**config.mk**
```make
export PLATFORM = sky130hd
export DESIGN_NAME = ppfs_top
export DESIGN_NICKNAME = d
export VERILOG_FILES = /design/src/ppfs_pkg.sv /design/src/ppfs_sel_if.sv /design/src/ppfs_top.sv /design/src/ppfs_pin_mux.sv
export SDC_FILE = /design/constraint.sdc
export NUM_CORES = 1
export LEC_CHECK = 0
export ABC_AREA = 1
export BUFFER_PORTS_ARGS = -buffer_cell sky130_fd_sc_hd__buf_2
export CELL_PAD_IN_SITES_DETAIL_PLACEMENT = 0
export CELL_PAD_IN_SITES_GLOBAL_PLACEMENT = 2
export CORE_ASPECT_RATIO = 2
export CORE_MARGIN = 8
export CORE_UTILIZATION = 24
export DETAILED_ROUTE_END_ITERATION = 6
export PLACE_DENSITY = 0.75
export SYNTH_ARGS = -nofsm -noshare
export SYNTH_HDL_FRONTEND = slang
export SYNTH_SLANG_ARGS = --single-unit
```
**constraint.sdc**
```tcl
create_clock -name core_clk -period 2.2 [get_ports core_clk]
set_clock_uncertainty 0.1 [all_clocks]
set_input_delay 0.22 -clock core_clk [delete_from_list [all_inputs] [get_ports core_clk]]
set_output_delay 0.22 -clock core_clk [all_outputs]
set_load 0.02 [all_outputs]
```
**src/ppfs_pkg.sv**
```systemverilog
// Purpose: shared constants and types of the port 0/1 function select block
// Assumes: 8-bit register port, four pins, six-bit selection codes
// Notes:   slot 0 of every pin means no function connected
`default_nettype none

package ppfs_pkg;
	// =========================================================
	// sizes
	localparam int NPIN   = 4;
	localparam int ADDR_W = 3;
	localparam int DATA_W = 8;
	localparam int SEL_W  = 6;
	localparam int NSLOT  = 17;
	localparam int SLOT_W = 5;

	// =========================================================
	// register layout
	localparam int SEL_LSB      = 0;
	localparam int INTERRUPT_INPUT_SELECT_BIT     = 6;
	localparam int STAT_PIN_LSB = 0;
	localparam int STAT_IRQ_LSB = 4;
	localparam logic [DATA_W-1:0] PFS_RST  = 8'h00;
	localparam logic [DATA_W-1:0] PFS_MASK = 8'h7F;
	localparam logic [SEL_W-1:0]  SEL_HIZ  = 6'h00;
	localparam logic [SLOT_W-1:0] SLOT_NONE = 5'h00;

	localparam logic [ADDR_W-1:0] OFS_P00    = 3'h0;
	localparam logic [ADDR_W-1:0] OFS_P01    = 3'h1;
	localparam logic [ADDR_W-1:0] OFS_P10    = 3'h2;
	localparam logic [ADDR_W-1:0] OFS_P11    = 3'h3;
	localparam logic [ADDR_W-1:0] OFS_STATUS = 3'h4;

	// pin indices, equal to the low address bits of their register
	localparam logic [1:0] PIN_P00 = 2'h0;
	localparam logic [1:0] PIN_P01 = 2'h1;
	localparam logic [1:0] PIN_P10 = 2'h2;
	localparam logic [1:0] PIN_P11 = 2'h3;

	// least package pin count that offers the port 0 pin 1 interrupt
	localparam int P01_IRQ_MIN_PINS = 64;

	// =========================================================
	// types
	typedef enum logic [1:0] {K_NONE, K_IN, K_OUT, K_IO} ppfs_kind_e;

	typedef struct packed {
		logic [SLOT_W-1:0] slot;
		ppfs_kind_e        kind;
	} ppfs_dec_s;

	typedef logic [NSLOT-1:0] ppfs_slots_t;
endpackage

`default_nettype wire

```
**src/ppfs_sel_if.sv**
```systemverilog
// Purpose: carrier between the select block top and one pin multiplexer
// Assumes: one instance per pin
// Notes:   all signals are on core_clk
`timescale 1ns/1ps
`default_nettype none

interface ppfs_sel_if;
	import ppfs_pkg::*;
	logic [SLOT_W-1:0] slot;    // decoded function slot
	ppfs_kind_e        kind;    // direction class of the slot
	logic              pin_lvl; // synchronised pad level
	ppfs_slots_t       fn_out;  // peripheral drive values
	ppfs_slots_t       fn_oe;   // peripheral drive requests
	logic              pad_d;   // next pad value
	logic              pad_en;  // next pad enable
	ppfs_slots_t       fn_in;   // next level toward peripherals

	modport top (output slot, kind, pin_lvl, fn_out, fn_oe,
		input pad_d, pad_en, fn_in);
	modport mux (input slot, kind, pin_lvl, fn_out, fn_oe,
		output pad_d, pad_en, fn_in);
endinterface

`default_nettype wire

```
**src/ppfs_top.sv**
```systemverilog
// Purpose: function select for port 0 pins 0-1 and port 1 pins 0-1
// Assumes: peripherals on core_clk; pads arrive asynchronously
// Notes:   slot numbers per pin are listed beside the decode table
//
// What this block does
// - six-bit select field; zero leaves pin Hi-Z
// - P0.0 pwm U, cmtw3 capture, serial9 receive
// - P0.0 clock ref, conv1 start, serial12, comparator0_output
// - P0.1 pwm W, comparator1, serial9 transmit
// - P0.1 pwm triggers A-D, enable input, conv2
// - P1.0 pwm V, cmtw3 capture, serial9, pwm3 A
// - P1.0 timer reset, enable input, serial6 flow
// - P1.1 phase count, cmtw3 compare, serial clocks
// - P1.1 timer out, enable 9, mtimer9 D, pwm3 B
// - interrupt select bit gates pin to interrupt
// - P0.0 to irq2, P0.1 to irq4 on packages of 64 pins or more
// - P1.0 to irq0, P1.1 to irq1
//
// Design decisions made here: strobed register access and the register offsets.
`timescale 1ns/1ps
`default_nettype none

module ppfs_top #(
	parameter int PKG_PINS = 100 // package pin count
) (
	input  wire logic                                 core_clk,  // 50 MHz clock
	input  wire logic                                 reset_n,   // async reset
	input  wire logic [ppfs_pkg::ADDR_W-1:0]          reg_addr,  // register index
	input  wire logic [ppfs_pkg::DATA_W-1:0]          reg_wdata, // write data
	input  wire logic                                 reg_wr,    // write strobe
	input  wire logic                                 reg_rd,    // read strobe
	output logic      [ppfs_pkg::DATA_W-1:0]          reg_rdata, // read data
	input  wire logic [ppfs_pkg::NPIN-1:0]            pad_in,    // pad levels
	output logic      [ppfs_pkg::NPIN-1:0]            pad_out,   // pad values
	output logic      [ppfs_pkg::NPIN-1:0]            pad_oe,    // pad enables
	input  wire ppfs_pkg::ppfs_slots_t [ppfs_pkg::NPIN-1:0] fn_out, // periph drive
	input  wire ppfs_pkg::ppfs_slots_t [ppfs_pkg::NPIN-1:0] fn_oe,  // periph enable
	output ppfs_pkg::ppfs_slots_t [ppfs_pkg::NPIN-1:0]      fn_in,  // to periph
	output logic                                      ext_irq0,  // from P1.0
	output logic                                      ext_irq1,  // from P1.1
	output logic                                      ext_irq2,  // from P0.0
	output logic                                      ext_irq4   // from P0.1
);
	import ppfs_pkg::*;

	// =========================================================
	// storage
	logic [DATA_W-1:0] pfs [NPIN];
	logic [NPIN-1:0]   pad_meta;
	logic [NPIN-1:0]   pad_sync;
	logic [NPIN-1:0]   next_pad_out;
	logic [NPIN-1:0]   next_pad_oe;
	ppfs_slots_t [NPIN-1:0] next_fn_in;
	logic [NPIN-1:0]   interrupt_input_select;

	localparam logic P01_IRQ_OK = (PKG_PINS >= P01_IRQ_MIN_PINS);

	// =========================================================
	// selection codes, shared by several pins except 0x08, 0x0A, 0x2D and 0x2E
	localparam logic [SEL_W-1:0] C_MT_IO      = 6'h01;
	localparam logic [SEL_W-1:0] C_MT_CLK     = 6'h02;
	localparam logic [SEL_W-1:0] C_MT_IO_N    = 6'h03;
	localparam logic [SEL_W-1:0] C_MT_CLK_N   = 6'h04;
	localparam logic [SEL_W-1:0] C_TMR8       = 6'h05;
	localparam logic [SEL_W-1:0] C_REF_OE     = 6'h07;
	localparam logic [SEL_W-1:0] C_MT9_IO_D   = 6'h08;
	localparam logic [SEL_W-1:0] C_CONV_START = 6'h09;
	localparam logic [SEL_W-1:0] C_SER6_FLOW  = 6'h0A;
	localparam logic [SEL_W-1:0] C_SER12      = 6'h0C;
	localparam logic [SEL_W-1:0] C_PWM_GRP_A  = 6'h14;
	localparam logic [SEL_W-1:0] C_PWM_GRP_B  = 6'h15;
	localparam logic [SEL_W-1:0] C_PWM_GRP_C  = 6'h16;
	localparam logic [SEL_W-1:0] C_PWM_GRP_D  = 6'h17;
	localparam logic [SEL_W-1:0] C_PWM_PHASE  = 6'h18;
	localparam logic [SEL_W-1:0] C_CMTW3      = 6'h1D;
	localparam logic [SEL_W-1:0] C_COMP       = 6'h1E;
	localparam logic [SEL_W-1:0] C_SER9       = 6'h2C;
	localparam logic [SEL_W-1:0] C_SER8_CLK   = 6'h2D;
	localparam logic [SEL_W-1:0] C_SER9_TX2   = 6'h2E;

	// =========================================================
	// slot numbers, per pin; slot 0 is no function
	// port 0 pin 0
	localparam logic [SLOT_W-1:0] S00_MT9_IO_A    = 5'h01;
	localparam logic [SLOT_W-1:0] S00_MT9_IO_A_N  = 5'h02;
	localparam logic [SLOT_W-1:0] S00_CLK_REF     = 5'h03;
	localparam logic [SLOT_W-1:0] S00_CONV1_START = 5'h04;
	localparam logic [SLOT_W-1:0] S00_SER12_RX    = 5'h05;
	localparam logic [SLOT_W-1:0] S00_PWM_U_IN    = 5'h06;
	localparam logic [SLOT_W-1:0] S00_CMTW3_CAP   = 5'h07;
	localparam logic [SLOT_W-1:0] S00_COMPARATOR0_OUTPUT_OUT   = 5'h08;
	localparam logic [SLOT_W-1:0] S00_SER9_RX     = 5'h09;

	// port 0 pin 1
	localparam logic [SLOT_W-1:0] S01_MT_IO       = 5'h01;
	localparam logic [SLOT_W-1:0] S01_MT_IO_N     = 5'h02;
	localparam logic [SLOT_W-1:0] S01_OE_IN12     = 5'h03;
	localparam logic [SLOT_W-1:0] S01_CONV2_START = 5'h04;
	localparam logic [SLOT_W-1:0] S01_SER12_TX    = 5'h05;
	localparam logic [SLOT_W-1:0] S01_PWM_TRG_A   = 5'h06;
	localparam logic [SLOT_W-1:0] S01_PWM_TRG_B   = 5'h07;
	localparam logic [SLOT_W-1:0] S01_PWM_TRG_C   = 5'h08;
	localparam logic [SLOT_W-1:0] S01_PWM_TRG_D   = 5'h09;
	localparam logic [SLOT_W-1:0] S01_PWM_W_IN    = 5'h0A;
	localparam logic [SLOT_W-1:0] S01_COMPARATOR1_OUTPUT_OUT   = 5'h0B;
	localparam logic [SLOT_W-1:0] S01_SER9_TX     = 5'h0C;

	// port 1 pin 0
	localparam logic [SLOT_W-1:0] S10_MT_IO       = 5'h01;
	localparam logic [SLOT_W-1:0] S10_MT_CLK      = 5'h02;
	localparam logic [SLOT_W-1:0] S10_MT_IO_N     = 5'h03;
	localparam logic [SLOT_W-1:0] S10_MT_CLK_N    = 5'h04;
	localparam logic [SLOT_W-1:0] S10_TMR8_RST    = 5'h05;
	localparam logic [SLOT_W-1:0] S10_OE_IN12     = 5'h06;
	localparam logic [SLOT_W-1:0] S10_SER6_FLOW   = 5'h07;
	localparam logic [SLOT_W-1:0] S10_PWM3_IO_A   = 5'h08;
	localparam logic [SLOT_W-1:0] S10_PWM_TRG_B   = 5'h09;
	localparam logic [SLOT_W-1:0] S10_PWM3_IO_A_N = 5'h0A;
	localparam logic [SLOT_W-1:0] S10_PWM_TRG_D   = 5'h0B;
	localparam logic [SLOT_W-1:0] S10_PWM_V_IN    = 5'h0C;
	localparam logic [SLOT_W-1:0] S10_CMTW3_CAP   = 5'h0D;
	localparam logic [SLOT_W-1:0] S10_SER9_TX     = 5'h0E;

	// port 1 pin 1
	localparam logic [SLOT_W-1:0] S11_MT_IO       = 5'h01;
	localparam logic [SLOT_W-1:0] S11_MT_CLK      = 5'h02;
	localparam logic [SLOT_W-1:0] S11_MT_IO_N     = 5'h03;
	localparam logic [SLOT_W-1:0] S11_MT_CLK_N    = 5'h04;
	localparam logic [SLOT_W-1:0] S11_TMR8_OUT    = 5'h05;
	localparam logic [SLOT_W-1:0] S11_OE_IN9      = 5'h06;
	localparam logic [SLOT_W-1:0] S11_MT9_IO_D    = 5'h07;
	localparam logic [SLOT_W-1:0] S11_PWM3_IO_B   = 5'h08;
	localparam logic [SLOT_W-1:0] S11_PWM_TRG_A   = 5'h09;
	localparam logic [SLOT_W-1:0] S11_PWM3_IO_B_N = 5'h0A;
	localparam logic [SLOT_W-1:0] S11_PWM_TRG_C   = 5'h0B;
	localparam logic [SLOT_W-1:0] S11_PWM_PHASE0  = 5'h0C;
	localparam logic [SLOT_W-1:0] S11_CMTW3_CMP   = 5'h0D;
	localparam logic [SLOT_W-1:0] S11_SER9_CLK    = 5'h0E;
	localparam logic [SLOT_W-1:0] S11_SER8_CLK    = 5'h0F;
	localparam logic [SLOT_W-1:0] S11_SER9_TX2    = 5'h10;

	// =========================================================
	// decode helpers
	function automatic ppfs_dec_s mk(
		input logic [SLOT_W-1:0] s,
		input ppfs_kind_e        k
	);
		ppfs_dec_s r;
		r.slot = s;
		r.kind = k;
		return r;
	endfunction

	function automatic logic is_pfs(input logic [ADDR_W-1:0] a);
		return a == OFS_P00 || a == OFS_P01 || a == OFS_P10 || a == OFS_P11;
	endfunction

	// per-pin code tables; unlisted codes fall to no function
	function automatic ppfs_dec_s dec_p00(input logic [SEL_W-1:0] code);
		ppfs_dec_s d;
		case (code)
			C_MT_IO:      d = mk(S00_MT9_IO_A, K_IO);
			C_MT_IO_N:    d = mk(S00_MT9_IO_A_N, K_IO);
			C_REF_OE:     d = mk(S00_CLK_REF, K_IN);
			C_CONV_START: d = mk(S00_CONV1_START, K_OUT);
			C_SER12:      d = mk(S00_SER12_RX, K_IO);
			C_PWM_PHASE:  d = mk(S00_PWM_U_IN, K_IN);
			C_CMTW3:      d = mk(S00_CMTW3_CAP, K_IN);
			C_COMP:       d = mk(S00_COMPARATOR0_OUTPUT_OUT, K_OUT);
			C_SER9:       d = mk(S00_SER9_RX, K_IO);
			default:      d = mk(SLOT_NONE, K_NONE);
		endcase
		return d;
	endfunction

	function automatic ppfs_dec_s dec_p01(input logic [SEL_W-1:0] code);
		ppfs_dec_s d;
		case (code)
			C_MT_IO:      d = mk(S01_MT_IO, K_IO);
			C_MT_IO_N:    d = mk(S01_MT_IO_N, K_IO);
			C_REF_OE:     d = mk(S01_OE_IN12, K_IN);
			C_CONV_START: d = mk(S01_CONV2_START, K_OUT);
			C_SER12:      d = mk(S01_SER12_TX, K_IO);
			C_PWM_GRP_A:  d = mk(S01_PWM_TRG_A, K_IN);
			C_PWM_GRP_B:  d = mk(S01_PWM_TRG_B, K_IN);
			C_PWM_GRP_C:  d = mk(S01_PWM_TRG_C, K_IN);
			C_PWM_GRP_D:  d = mk(S01_PWM_TRG_D, K_IN);
			C_PWM_PHASE:  d = mk(S01_PWM_W_IN, K_IN);
			C_COMP:       d = mk(S01_COMPARATOR1_OUTPUT_OUT, K_OUT);
			C_SER9:       d = mk(S01_SER9_TX, K_IO);
			default:      d = mk(SLOT_NONE, K_NONE);
		endcase
		return d;
	endfunction

	function automatic ppfs_dec_s dec_p10(input logic [SEL_W-1:0] code);
		ppfs_dec_s d;
		case (code)
			C_MT_IO:      d = mk(S10_MT_IO, K_IO);
			C_MT_CLK:     d = mk(S10_MT_CLK, K_IN);
			C_MT_IO_N:    d = mk(S10_MT_IO_N, K_IO);
			C_MT_CLK_N:   d = mk(S10_MT_CLK_N, K_IN);
			C_TMR8:       d = mk(S10_TMR8_RST, K_IN);
			C_REF_OE:     d = mk(S10_OE_IN12, K_IN);
			C_SER6_FLOW:  d = mk(S10_SER6_FLOW, K_IO);
			C_PWM_GRP_A:  d = mk(S10_PWM3_IO_A, K_IO);
			C_PWM_GRP_B:  d = mk(S10_PWM_TRG_B, K_IN);
			C_PWM_GRP_C:  d = mk(S10_PWM3_IO_A_N, K_IO);
			C_PWM_GRP_D:  d = mk(S10_PWM_TRG_D, K_IN);
			C_PWM_PHASE:  d = mk(S10_PWM_V_IN, K_IN);
			C_CMTW3:      d = mk(S10_CMTW3_CAP, K_IN);
			C_SER9:       d = mk(S10_SER9_TX, K_IO);
			default:      d = mk(SLOT_NONE, K_NONE);
		endcase
		return d;
	endfunction

	function automatic ppfs_dec_s dec_p11(input logic [SEL_W-1:0] code);
		ppfs_dec_s d;
		case (code)
			C_MT_IO:      d = mk(S11_MT_IO, K_IO);
			C_MT_CLK:     d = mk(S11_MT_CLK, K_IN);
			C_MT_IO_N:    d = mk(S11_MT_IO_N, K_IO);
			C_MT_CLK_N:   d = mk(S11_MT_CLK_N, K_IN);
			C_TMR8:       d = mk(S11_TMR8_OUT, K_OUT);
			C_REF_OE:     d = mk(S11_OE_IN9, K_IN);
			C_MT9_IO_D:   d = mk(S11_MT9_IO_D, K_IO);
			C_PWM_GRP_A:  d = mk(S11_PWM3_IO_B, K_IO);
			C_PWM_GRP_B:  d = mk(S11_PWM_TRG_A, K_IN);
			C_PWM_GRP_C:  d = mk(S11_PWM3_IO_B_N, K_IO);
			C_PWM_GRP_D:  d = mk(S11_PWM_TRG_C, K_IN);
			C_PWM_PHASE:  d = mk(S11_PWM_PHASE0, K_OUT);
			C_CMTW3:      d = mk(S11_CMTW3_CMP, K_OUT);
			C_SER9:       d = mk(S11_SER9_CLK, K_IO);
			C_SER8_CLK:   d = mk(S11_SER8_CLK, K_IO);
			C_SER9_TX2:   d = mk(S11_SER9_TX2, K_OUT);
			default:      d = mk(SLOT_NONE, K_NONE);
		endcase
		return d;
	endfunction

	// selection code to slot, per pin
	function automatic ppfs_dec_s decode(
		input logic [1:0]       pin,
		input logic [SEL_W-1:0] code
	);
		ppfs_dec_s d;
		case (pin)
			PIN_P00: d = dec_p00(code);
			PIN_P01: d = dec_p01(code);
			PIN_P10: d = dec_p10(code);
			PIN_P11: d = dec_p11(code);
			default: d = mk(SLOT_NONE, K_NONE);
		endcase
		return d;
	endfunction

	// =========================================================
	// register writes
	always_ff @(posedge core_clk or negedge reset_n) begin
		if (!reset_n) begin
			for (int i = 0; i < NPIN; i++) begin
				pfs[i] <= PFS_RST;
			end
		end else if (reg_wr && is_pfs(reg_addr)) begin
			pfs[reg_addr[1:0]] <= reg_wdata & PFS_MASK;
		end
	end

	// =========================================================
	// register reads, valid in the cycle after the strobe only
	always_ff @(posedge core_clk or negedge reset_n) begin
		if (!reset_n) begin
			reg_rdata <= '0;
		end else if (reg_rd && is_pfs(reg_addr)) begin
			reg_rdata <= pfs[reg_addr[1:0]];
		end else if (reg_rd && reg_addr == OFS_STATUS) begin
			reg_rdata <= '0;
			reg_rdata[STAT_PIN_LSB +: NPIN] <= pad_sync;
			reg_rdata[STAT_IRQ_LSB +: NPIN] <= {ext_irq4, ext_irq2, ext_irq1, ext_irq0};
		end else begin
			reg_rdata <= '0;
		end
	end

	// =========================================================
	// pad synchroniser
	always_ff @(posedge core_clk or negedge reset_n) begin
		if (!reset_n) begin
			pad_meta <= '0;
			pad_sync <= '0;
		end else begin
			pad_meta <= pad_in;
			pad_sync <= pad_meta;
		end
	end

	// =========================================================
	// per-pin routing
	for (genvar p = 0; p < NPIN; p++) begin : g_pin
		ppfs_sel_if u_if ();
		ppfs_dec_s  dec;

		assign dec = decode(2'(p), pfs[p][SEL_LSB +: SEL_W]);
		assign u_if.slot    = dec.slot;
		assign u_if.kind    = dec.kind;
		assign u_if.pin_lvl = pad_sync[p];
		assign u_if.fn_out  = fn_out[p];
		assign u_if.fn_oe   = fn_oe[p];
		assign next_pad_out[p] = u_if.pad_d;
		assign next_pad_oe[p]  = u_if.pad_en;
		assign next_fn_in[p]   = u_if.fn_in;
		assign interrupt_input_select[p]         = pfs[p][INTERRUPT_INPUT_SELECT_BIT];

		ppfs_pin_mux u_mux (
			.sel (u_if.mux)
		);
	end

	// =========================================================
	// registered pad and peripheral side
	always_ff @(posedge core_clk or negedge reset_n) begin
		if (!reset_n) begin
			pad_out <= '0;
			pad_oe  <= '0;
			fn_in   <= '0;
		end else begin
			pad_out <= next_pad_out;
			pad_oe  <= next_pad_oe;
			fn_in   <= next_fn_in;
		end
	end

	// =========================================================
	// external interrupt lines
	always_ff @(posedge core_clk or negedge reset_n) begin
		if (!reset_n) begin
			ext_irq0 <= 1'b0;
			ext_irq1 <= 1'b0;
			ext_irq2 <= 1'b0;
			ext_irq4 <= 1'b0;
		end else begin
			ext_irq2 <= interrupt_input_select[PIN_P00] & pad_sync[PIN_P00];
			ext_irq4 <= interrupt_input_select[PIN_P01] & pad_sync[PIN_P01] & P01_IRQ_OK;
			ext_irq0 <= interrupt_input_select[PIN_P10] & pad_sync[PIN_P10];
			ext_irq1 <= interrupt_input_select[PIN_P11] & pad_sync[PIN_P11];
		end
	end
endmodule // ppfs_top

`default_nettype wire

```
**src/ppfs_pin_mux.sv**
```systemverilog
// Purpose: route one pin between its selected peripheral slot and the pad
// Assumes: slot and kind already decoded from the selection code
// Notes:   purely combinational; the top registers every result
`timescale 1ns/1ps
`default_nettype none

module ppfs_pin_mux (
	ppfs_sel_if.mux sel // one pin's routing signals
);
	import ppfs_pkg::*;

	// =========================================================
	// pad drive
	always_comb begin
		sel.pad_d  = sel.fn_out[sel.slot];
		sel.pad_en = 1'b0;
		case (sel.kind)
			K_OUT:   sel.pad_en = 1'b1;
			K_IO:    sel.pad_en = sel.fn_oe[sel.slot];
			default: sel.pad_en = 1'b0;
		endcase
	end

	// =========================================================
	// level back to the selected peripheral only
	always_comb begin
		sel.fn_in = '0;
		if ((sel.kind == K_IN || sel.kind == K_IO) && sel.slot != SLOT_NONE) begin
			sel.fn_in[sel.slot] = sel.pin_lvl;
		end
	end
endmodule // ppfs_pin_mux

`default_nettype wire

```
==> results.yml, run 1 <==
synthesis:
  yosysTopAreaCell: "dfrtp_1"
  ys_seq_elements: 121
  synth_edf_count: 0
  yosys_warnings: 0
  synth.distinct_cells: 42
  avgSynthCellArea_um2: 7.48
  synthFlopType: "dfrtp_1"
  async_flop_share: 1.00
  synth_area_leaders: "dfrtp_1, nand2_1, nor2_1"
  synth-seq-area-share: 0.482
  synth_top_area_frac: 0.482
  syn_area_um2: 6280
  syn_inst: 840
worst_setup_path:
  cp.arrival_ns: 2.28
  worst-path-buf-inv: 4
  cp_max_fo: 6
  critPathSlowestCell: "dfrtp_2"
  start_kind: "register"
  path_class: "reg2reg"
  critical_path.cell_chain: "inv_2, ha_4, nand3_4, nand2_2, inv_2, nand2_2, nand3_4, nand2_8, buf_4, nand2_1, inv_2, nand2_1, nand4_1, and2_1, nor2_1, nand2_1"
  cp_slowest_stage_delay_ns: 0.42
  cp_data_required_time_ns: 2.41
  crit_path_end_kind: "register"
  cp_top_family: "simple AND/OR/NAND/NOR gates"
placed_design:
  dpl_cell_area_um2: 8110
  gp_congestion: 0.860
  dp_hpwl_mm: 16.8
  placement.io_buffers: 224
finish:
  antenna_cells: 0
  design_area_um2: 9050
  final_cell_mix: "nand2_1, buf_2, dfrtp_1"
  layout_commonest_cell: "nand2_1"
  syn2layout_area_growth_pct: 43.9
  final_net_count: 1298
  drive_gt1_frac: 0.326
clock_tree:
  cts_max_level: 4
  numCtsBuffers: 17
  cts_buffer_depth: 2
  cts-root-buf: "clkbuf_16"
  cts_sinks: 121
  clk_pin_slew_ns: 0.06
  cts_tree: "yes"
  clk_latency_ns: 0.43
global_route:
  antenna_found_initial: 0
  track_usage: 0.134
  grt_max_degree: 57
  grt_overflow: 0
  grt_first_pass_wirelength_mm: 33.3
  grt_pass1_vias: 6505
floorplanning:
  start_util: 0.241
  die_x_um: 130
  die_area_um2: 31900
  core-area_um2: 26100
  std_cell_rows: 84
  die_h_um: 245
  io_pins: 243
sta:
  timing.fmax_ghz: 0.484
  post-route-period-util: 0.938
  fin_crit_ns: 2.06
  finalMaxSlewViolations: 0
  whs_ns: 0.0253
  rsz0062_at_grt: "yes"
  setup_viol: 0
  tns_ns: 0
  finalHoldViolCount: 0
worst_hold_path:
  hold_class: "in2reg"
route:
  vias_per_cell: 4.25
  routed_wl_mm: 21.3
  num_vias: 6340
  wl_per_cell_um: 14.3
  dr.first_iter.drc_count: 234
  drt_pass1_iterations: 5
  drc: 0
  ant_nets: 0
power_and_ir_drop:
  power_density_nw_per_um2: 920
  p_leak_nw: 4.98
  ir_worst_vdd_uv: 435
  total_power_mw: 8.32
run_status:
  outcome: "complete, no violations"
run:
  drv_cap: 0
[Yosys cell counts (2+ instances only)]
library cell and n:
nand2_1 260, dfrtp_1 121, nor2_1 107, inv_1 103
o21ai_0 53, nand3_1 40, nand4_1 21, inv_2 16
o21ai_1 14, nor3_1 12, o22ai_1 12, a21oi_1 11
ha_1 7, a22oi_1 6, a31oi_1 6, nand3b_1 5
nor2_2 5, buf_2 4, buf_4 4, clkbuf_1 4
a211oi_1 2, buf_6 2, nand2_2 2, nand2_4 2
nand3_2 2, o211ai_1 2, o221ai_1 2
[worst paths after layout]
| kind | from | endpoint | slack [ns] | depth (start not counted) |
|---|---|---|---|---|
| max | pfs[0] | pad_out[3] | 0.14 | 16 |
| min | fn_out[5] | pad_out[0] | 0.03 | 5 |
| max reg2reg | pfs[0] | pad_out[3] | 0.14 | 16 |
| min reg2reg | pad_meta[0] | pad_sync[0] | 0.25 | 0 |
| max in group asynchronous | reset_n | pfs[17] | 1.11 | 3 |
| min in group asynchronous | reset_n | fn_in[37] | 0.21 | 2 |
[metrics by stage]
step                      setup WS, ns   util  instances
after floorplan                  0.165      -        863
after global placement          0.0147  0.311       1450
after detailed placement       0.00277  0.311       1450
after CTS                      0.00355  0.337       1487
after global routing           -0.0310  0.347       1493
final                            0.136  0.347       1493
[metal layers]
layer / vias up / GRT usage / share of wire
met5: - / 0 / 0
met4: 0 / 0.0466 / 0.013
met3: 17 / 0.0357 / 0.070
met2: 192 / 0.232 / 0.50
met1: 2871 / 0.155 / 0.42
li1: 3260 / - / -
[sequential cells by signal, summed over array words and instances (netlist names)]
name                    cells
interrupt_input_select      4
reg_rdata                   8
pad_oe                      4
pad_out                     4
ext_irq4                    1
ext_irq1                    1
ext_irq0                    1
pad_meta                    4
fn_in                      65
pad_sync                    4
pfs                        24
ext_irq2                    1
[where the power goes]
group,total (mW),switching (mW),internal [mW]
clock,2.92,1.02,1.90
combinational,2.75,1.74,1.01
sequential,2.66,0.192,2.47
[final cells by class]
type,count,area (um2)
inverters,119,449
fillers,2883,17000
multi-input cells,609,3000
flip-flops and latches,121,3040
clock inverters,10,141
clock buffers,22,484
repair buffers,268,1510
well taps,344,430
[logic make-up after synthesis]
group / count (synthesis) / synth area share
and+or+nand+nor: 464 / 0.314
DFF: 121 / 0.482
buffers and inverters: 133 / 0.0850
adders and majority gates: 7 / 0.0139
AOI/OAI and AO/OA: 114 / 0.105
other: 1 / 0.000597
[tightest hold or removal path: stages]
cell	delay, ns
buf_2	0.08
nand2_1	0.04
nand4_1	0.06
nand2_1	0.05
nand3_1	0.06
[repair_timing]
item                                    CTS  global route
setup buffers                             0             6
gates resized for setup                   1            64
endpoints found under the setup margin    1            25
hold endpoints to repair                 36             0
pin swaps                                 0             9
hold buffers                              5             0
Power figures use the tool's default switching activity.
==> inputs of run 2 (changes only) <==
- CORE_UTILIZATION: 24 -> 28
- PLACE_DENSITY: 0.75 -> 0.82
- clock period: 2.2 -> 2.6 ns (I/O delays scaled with it)
==> results.yml, run 2 (synthesis gave the netlist of run 1 again) <==
finish:
  reg_top3: "fn_in x65, pfs x24, reg_rdata x8"
  design_area_um2: 8440
  final_cell_mix: "nand2_1, buf_2, dfrtp_1"
  n_fill_cell: 2407
  stdcell_count: 1398
  final_net_count: 1269
  syn2layout_area_growth_pct: 34.3
  regMostFlops: "fn_in"
  finish.utilization: 0.382
  layout_commonest_cell: "nand2_1"
  sequential_cell_area_um2: 3030
  drive_gt1_frac: 0.268
  largest_register_ffs: 65
  multi_input_area_um2: 2810
sta:
  finalHoldViolCount: 0
  finalMaxSlewViolations: 0
  worst_slack_ns: 0.314
  setup_viol: 0
  whs_ns: 0.0681
  timing.fmax_ghz: 0.437
  tns_ns: 0
  fin_crit_ns: 2.29
  post-route-period-util: 0.879
  slew_headroom: 0.567
  rsz0062_at_grt: "no"
  worst_slew_pin_slew_ns: 0.643
worst_hold_path:
  worstHoldPathCells: 5
  min_from: "fn_out[5]"
  min_to: "pad_out[0]"
  hold_class: "in2reg"
worst_setup_path:
  cp_data_required_time_ns: 2.80
  worst-path-buf-inv: 2
  reg2reg_from: "pfs[0]"
  critical_path.cell_chain: "ha_1, nand3_1, nand2_1, inv_1, nand2_1, nand3_4, nand2_4, nor2_2, inv_2, o211ai_2, nor2_1"
  path_class: "reg2reg"
  cp.arrival_ns: 2.48
  critPathSlowestCell: "dfrtp_1"
  cp_top_family: "simple AND/OR/NAND/NOR gates"
  worst-r2r-cell-count: 11
  cp_slowest_stage_delay_ns: 0.46
  ff2ff_setup_slack_ns: 0.31
  crit_path_end_kind: "register"
  cp_max_fo: 14
  crit_start: "pfs[0]"
  r2r-end: "fn_in[66]"
  cp_common_cell: "nand2_1"
  start_kind: "register"
power_and_ir_drop:
  ir_worst_vdd_uv: 315
  p_leak_nw: 4.77
  total_power_mw: 6.36
  power_density_nw_per_um2: 754
floorplanning:
  die_h_um: 228
  start_util: 0.285
  std_cell_rows: 77
  die_area_um2: 27800
  io_pins: 243
  core-area_um2: 22100
  die_x_um: 122
placed_design:
  dp_hpwl_mm: 17.7
  post-place-ws_ns: 0.298
  dpl_cell_area_um2: 7850
  dpl.cell_count: 1359
  gp_congestion: 0.818
  placement.io_buffers: 224
global_route:
  track_usage: 0.157
  grt_max_degree: 47
  grt_overflow: 0
  antenna_found_initial: 3
  grt_pass1_vias: 6506
  grt_first_pass_wirelength_mm: 34.0
clock_tree:
  cts_hold_buf: 5
  post_cts_buffers: 0
  cts-root-buf: "clkbuf_16"
  cts_sinks: 121
  cts_max_level: 4
  clk_pin_slew_ns: 0.06
  numCtsBuffers: 17
  cts_buffer_depth: 2
  clk_latency_ns: 0.42
  cts_tree: "yes"
  ctsResizeCount: 0
route:
  routed_wl_mm: 21.6
  num_vias: 6216
  dr.first_iter.drc_count: 332
  drc: 0
  drt_pass1_iterations: 4
  vias_per_cell: 4.45
  wl_per_cell_um: 15.5
  ant_nets: 0
run:
  drv_cap: 0
run_status:
  outcome: "complete, no violations"
[run 2: cell count changes in the layout (fill, tap and decap cells not counted), sizes merged]
cell | before | now
clkinvlp | 2 | 6
inv | 119 | 121
clkinv | 5 | 7
diode | 0 | 2
buf | 263 | 234
bufinv | 3 | 0
clkbuf | 22 | 17
[run 2: worst max path at each step]
stage          slack, ns   endpoint  cells after the start
4_1_cts             0.29  fn_in[66]                     11
3_3_place_gp        0.29  pad_oe[1]                     15
6_report            0.31  fn_in[66]                     11
2_1_floorplan       0.56  fn_in[58]                     12
3_5_place_dp        0.30  fn_in[66]                     11
5_1_grt             0.02  pad_oe[1]                     17
[run 2: final cells by class]
cell class,count,share of cell area
clock buffers,17,0.0504
inverters,119,0.0529
diodes,2,0.000593
clock inverters,15,0.0125
flip-flops and latches,121,0.359
well taps,276,0.0409
repair buffers,239,0.151
multi-input cells,609,0.333
[run 2: power breakdown]
| group | total (mW) | leakage (nW) | switching, mW | internal (mW) |
|---|---|---|---|---|
| Sequential | 2.24 | 1.57 | 0.159 | 2.08 |
| Clock | 2.11 | 0.247 | 0.898 | 1.21 |
| Combinational | 2.01 | 2.96 | 1.36 | 0.654 |
| Total | 6.36 | 4.77 | 2.41 | 3.95 |
[run 2: layer usage]
layer / up-vias / global-route usage / wire length [um] / part of all wire
met3: 23 / 0.0319 / 1130 / 0.052
met4: 2 / 0.0590 / 399 / 0.018
li1: 3197 / - / - / -
met5: - / 0 / 12 / 0.00056
met1: 2819 / 0.149 / 7440 / 0.34
met2: 175 / 0.310 / 12600 / 0.58
[run 2: worst reg2reg max path: cells and delay by family, from the launching register on]
kind | cells | cell delay, ns
AND/OR/NAND/NOR | 7 | 0.87
flip-flops | 1 | 0.46
AO/OA/AOI/OAI | 1 | 0.24
buffers and inverters | 2 | 0.20
adder cells (fa/ha/maj) | 1 | 0.30
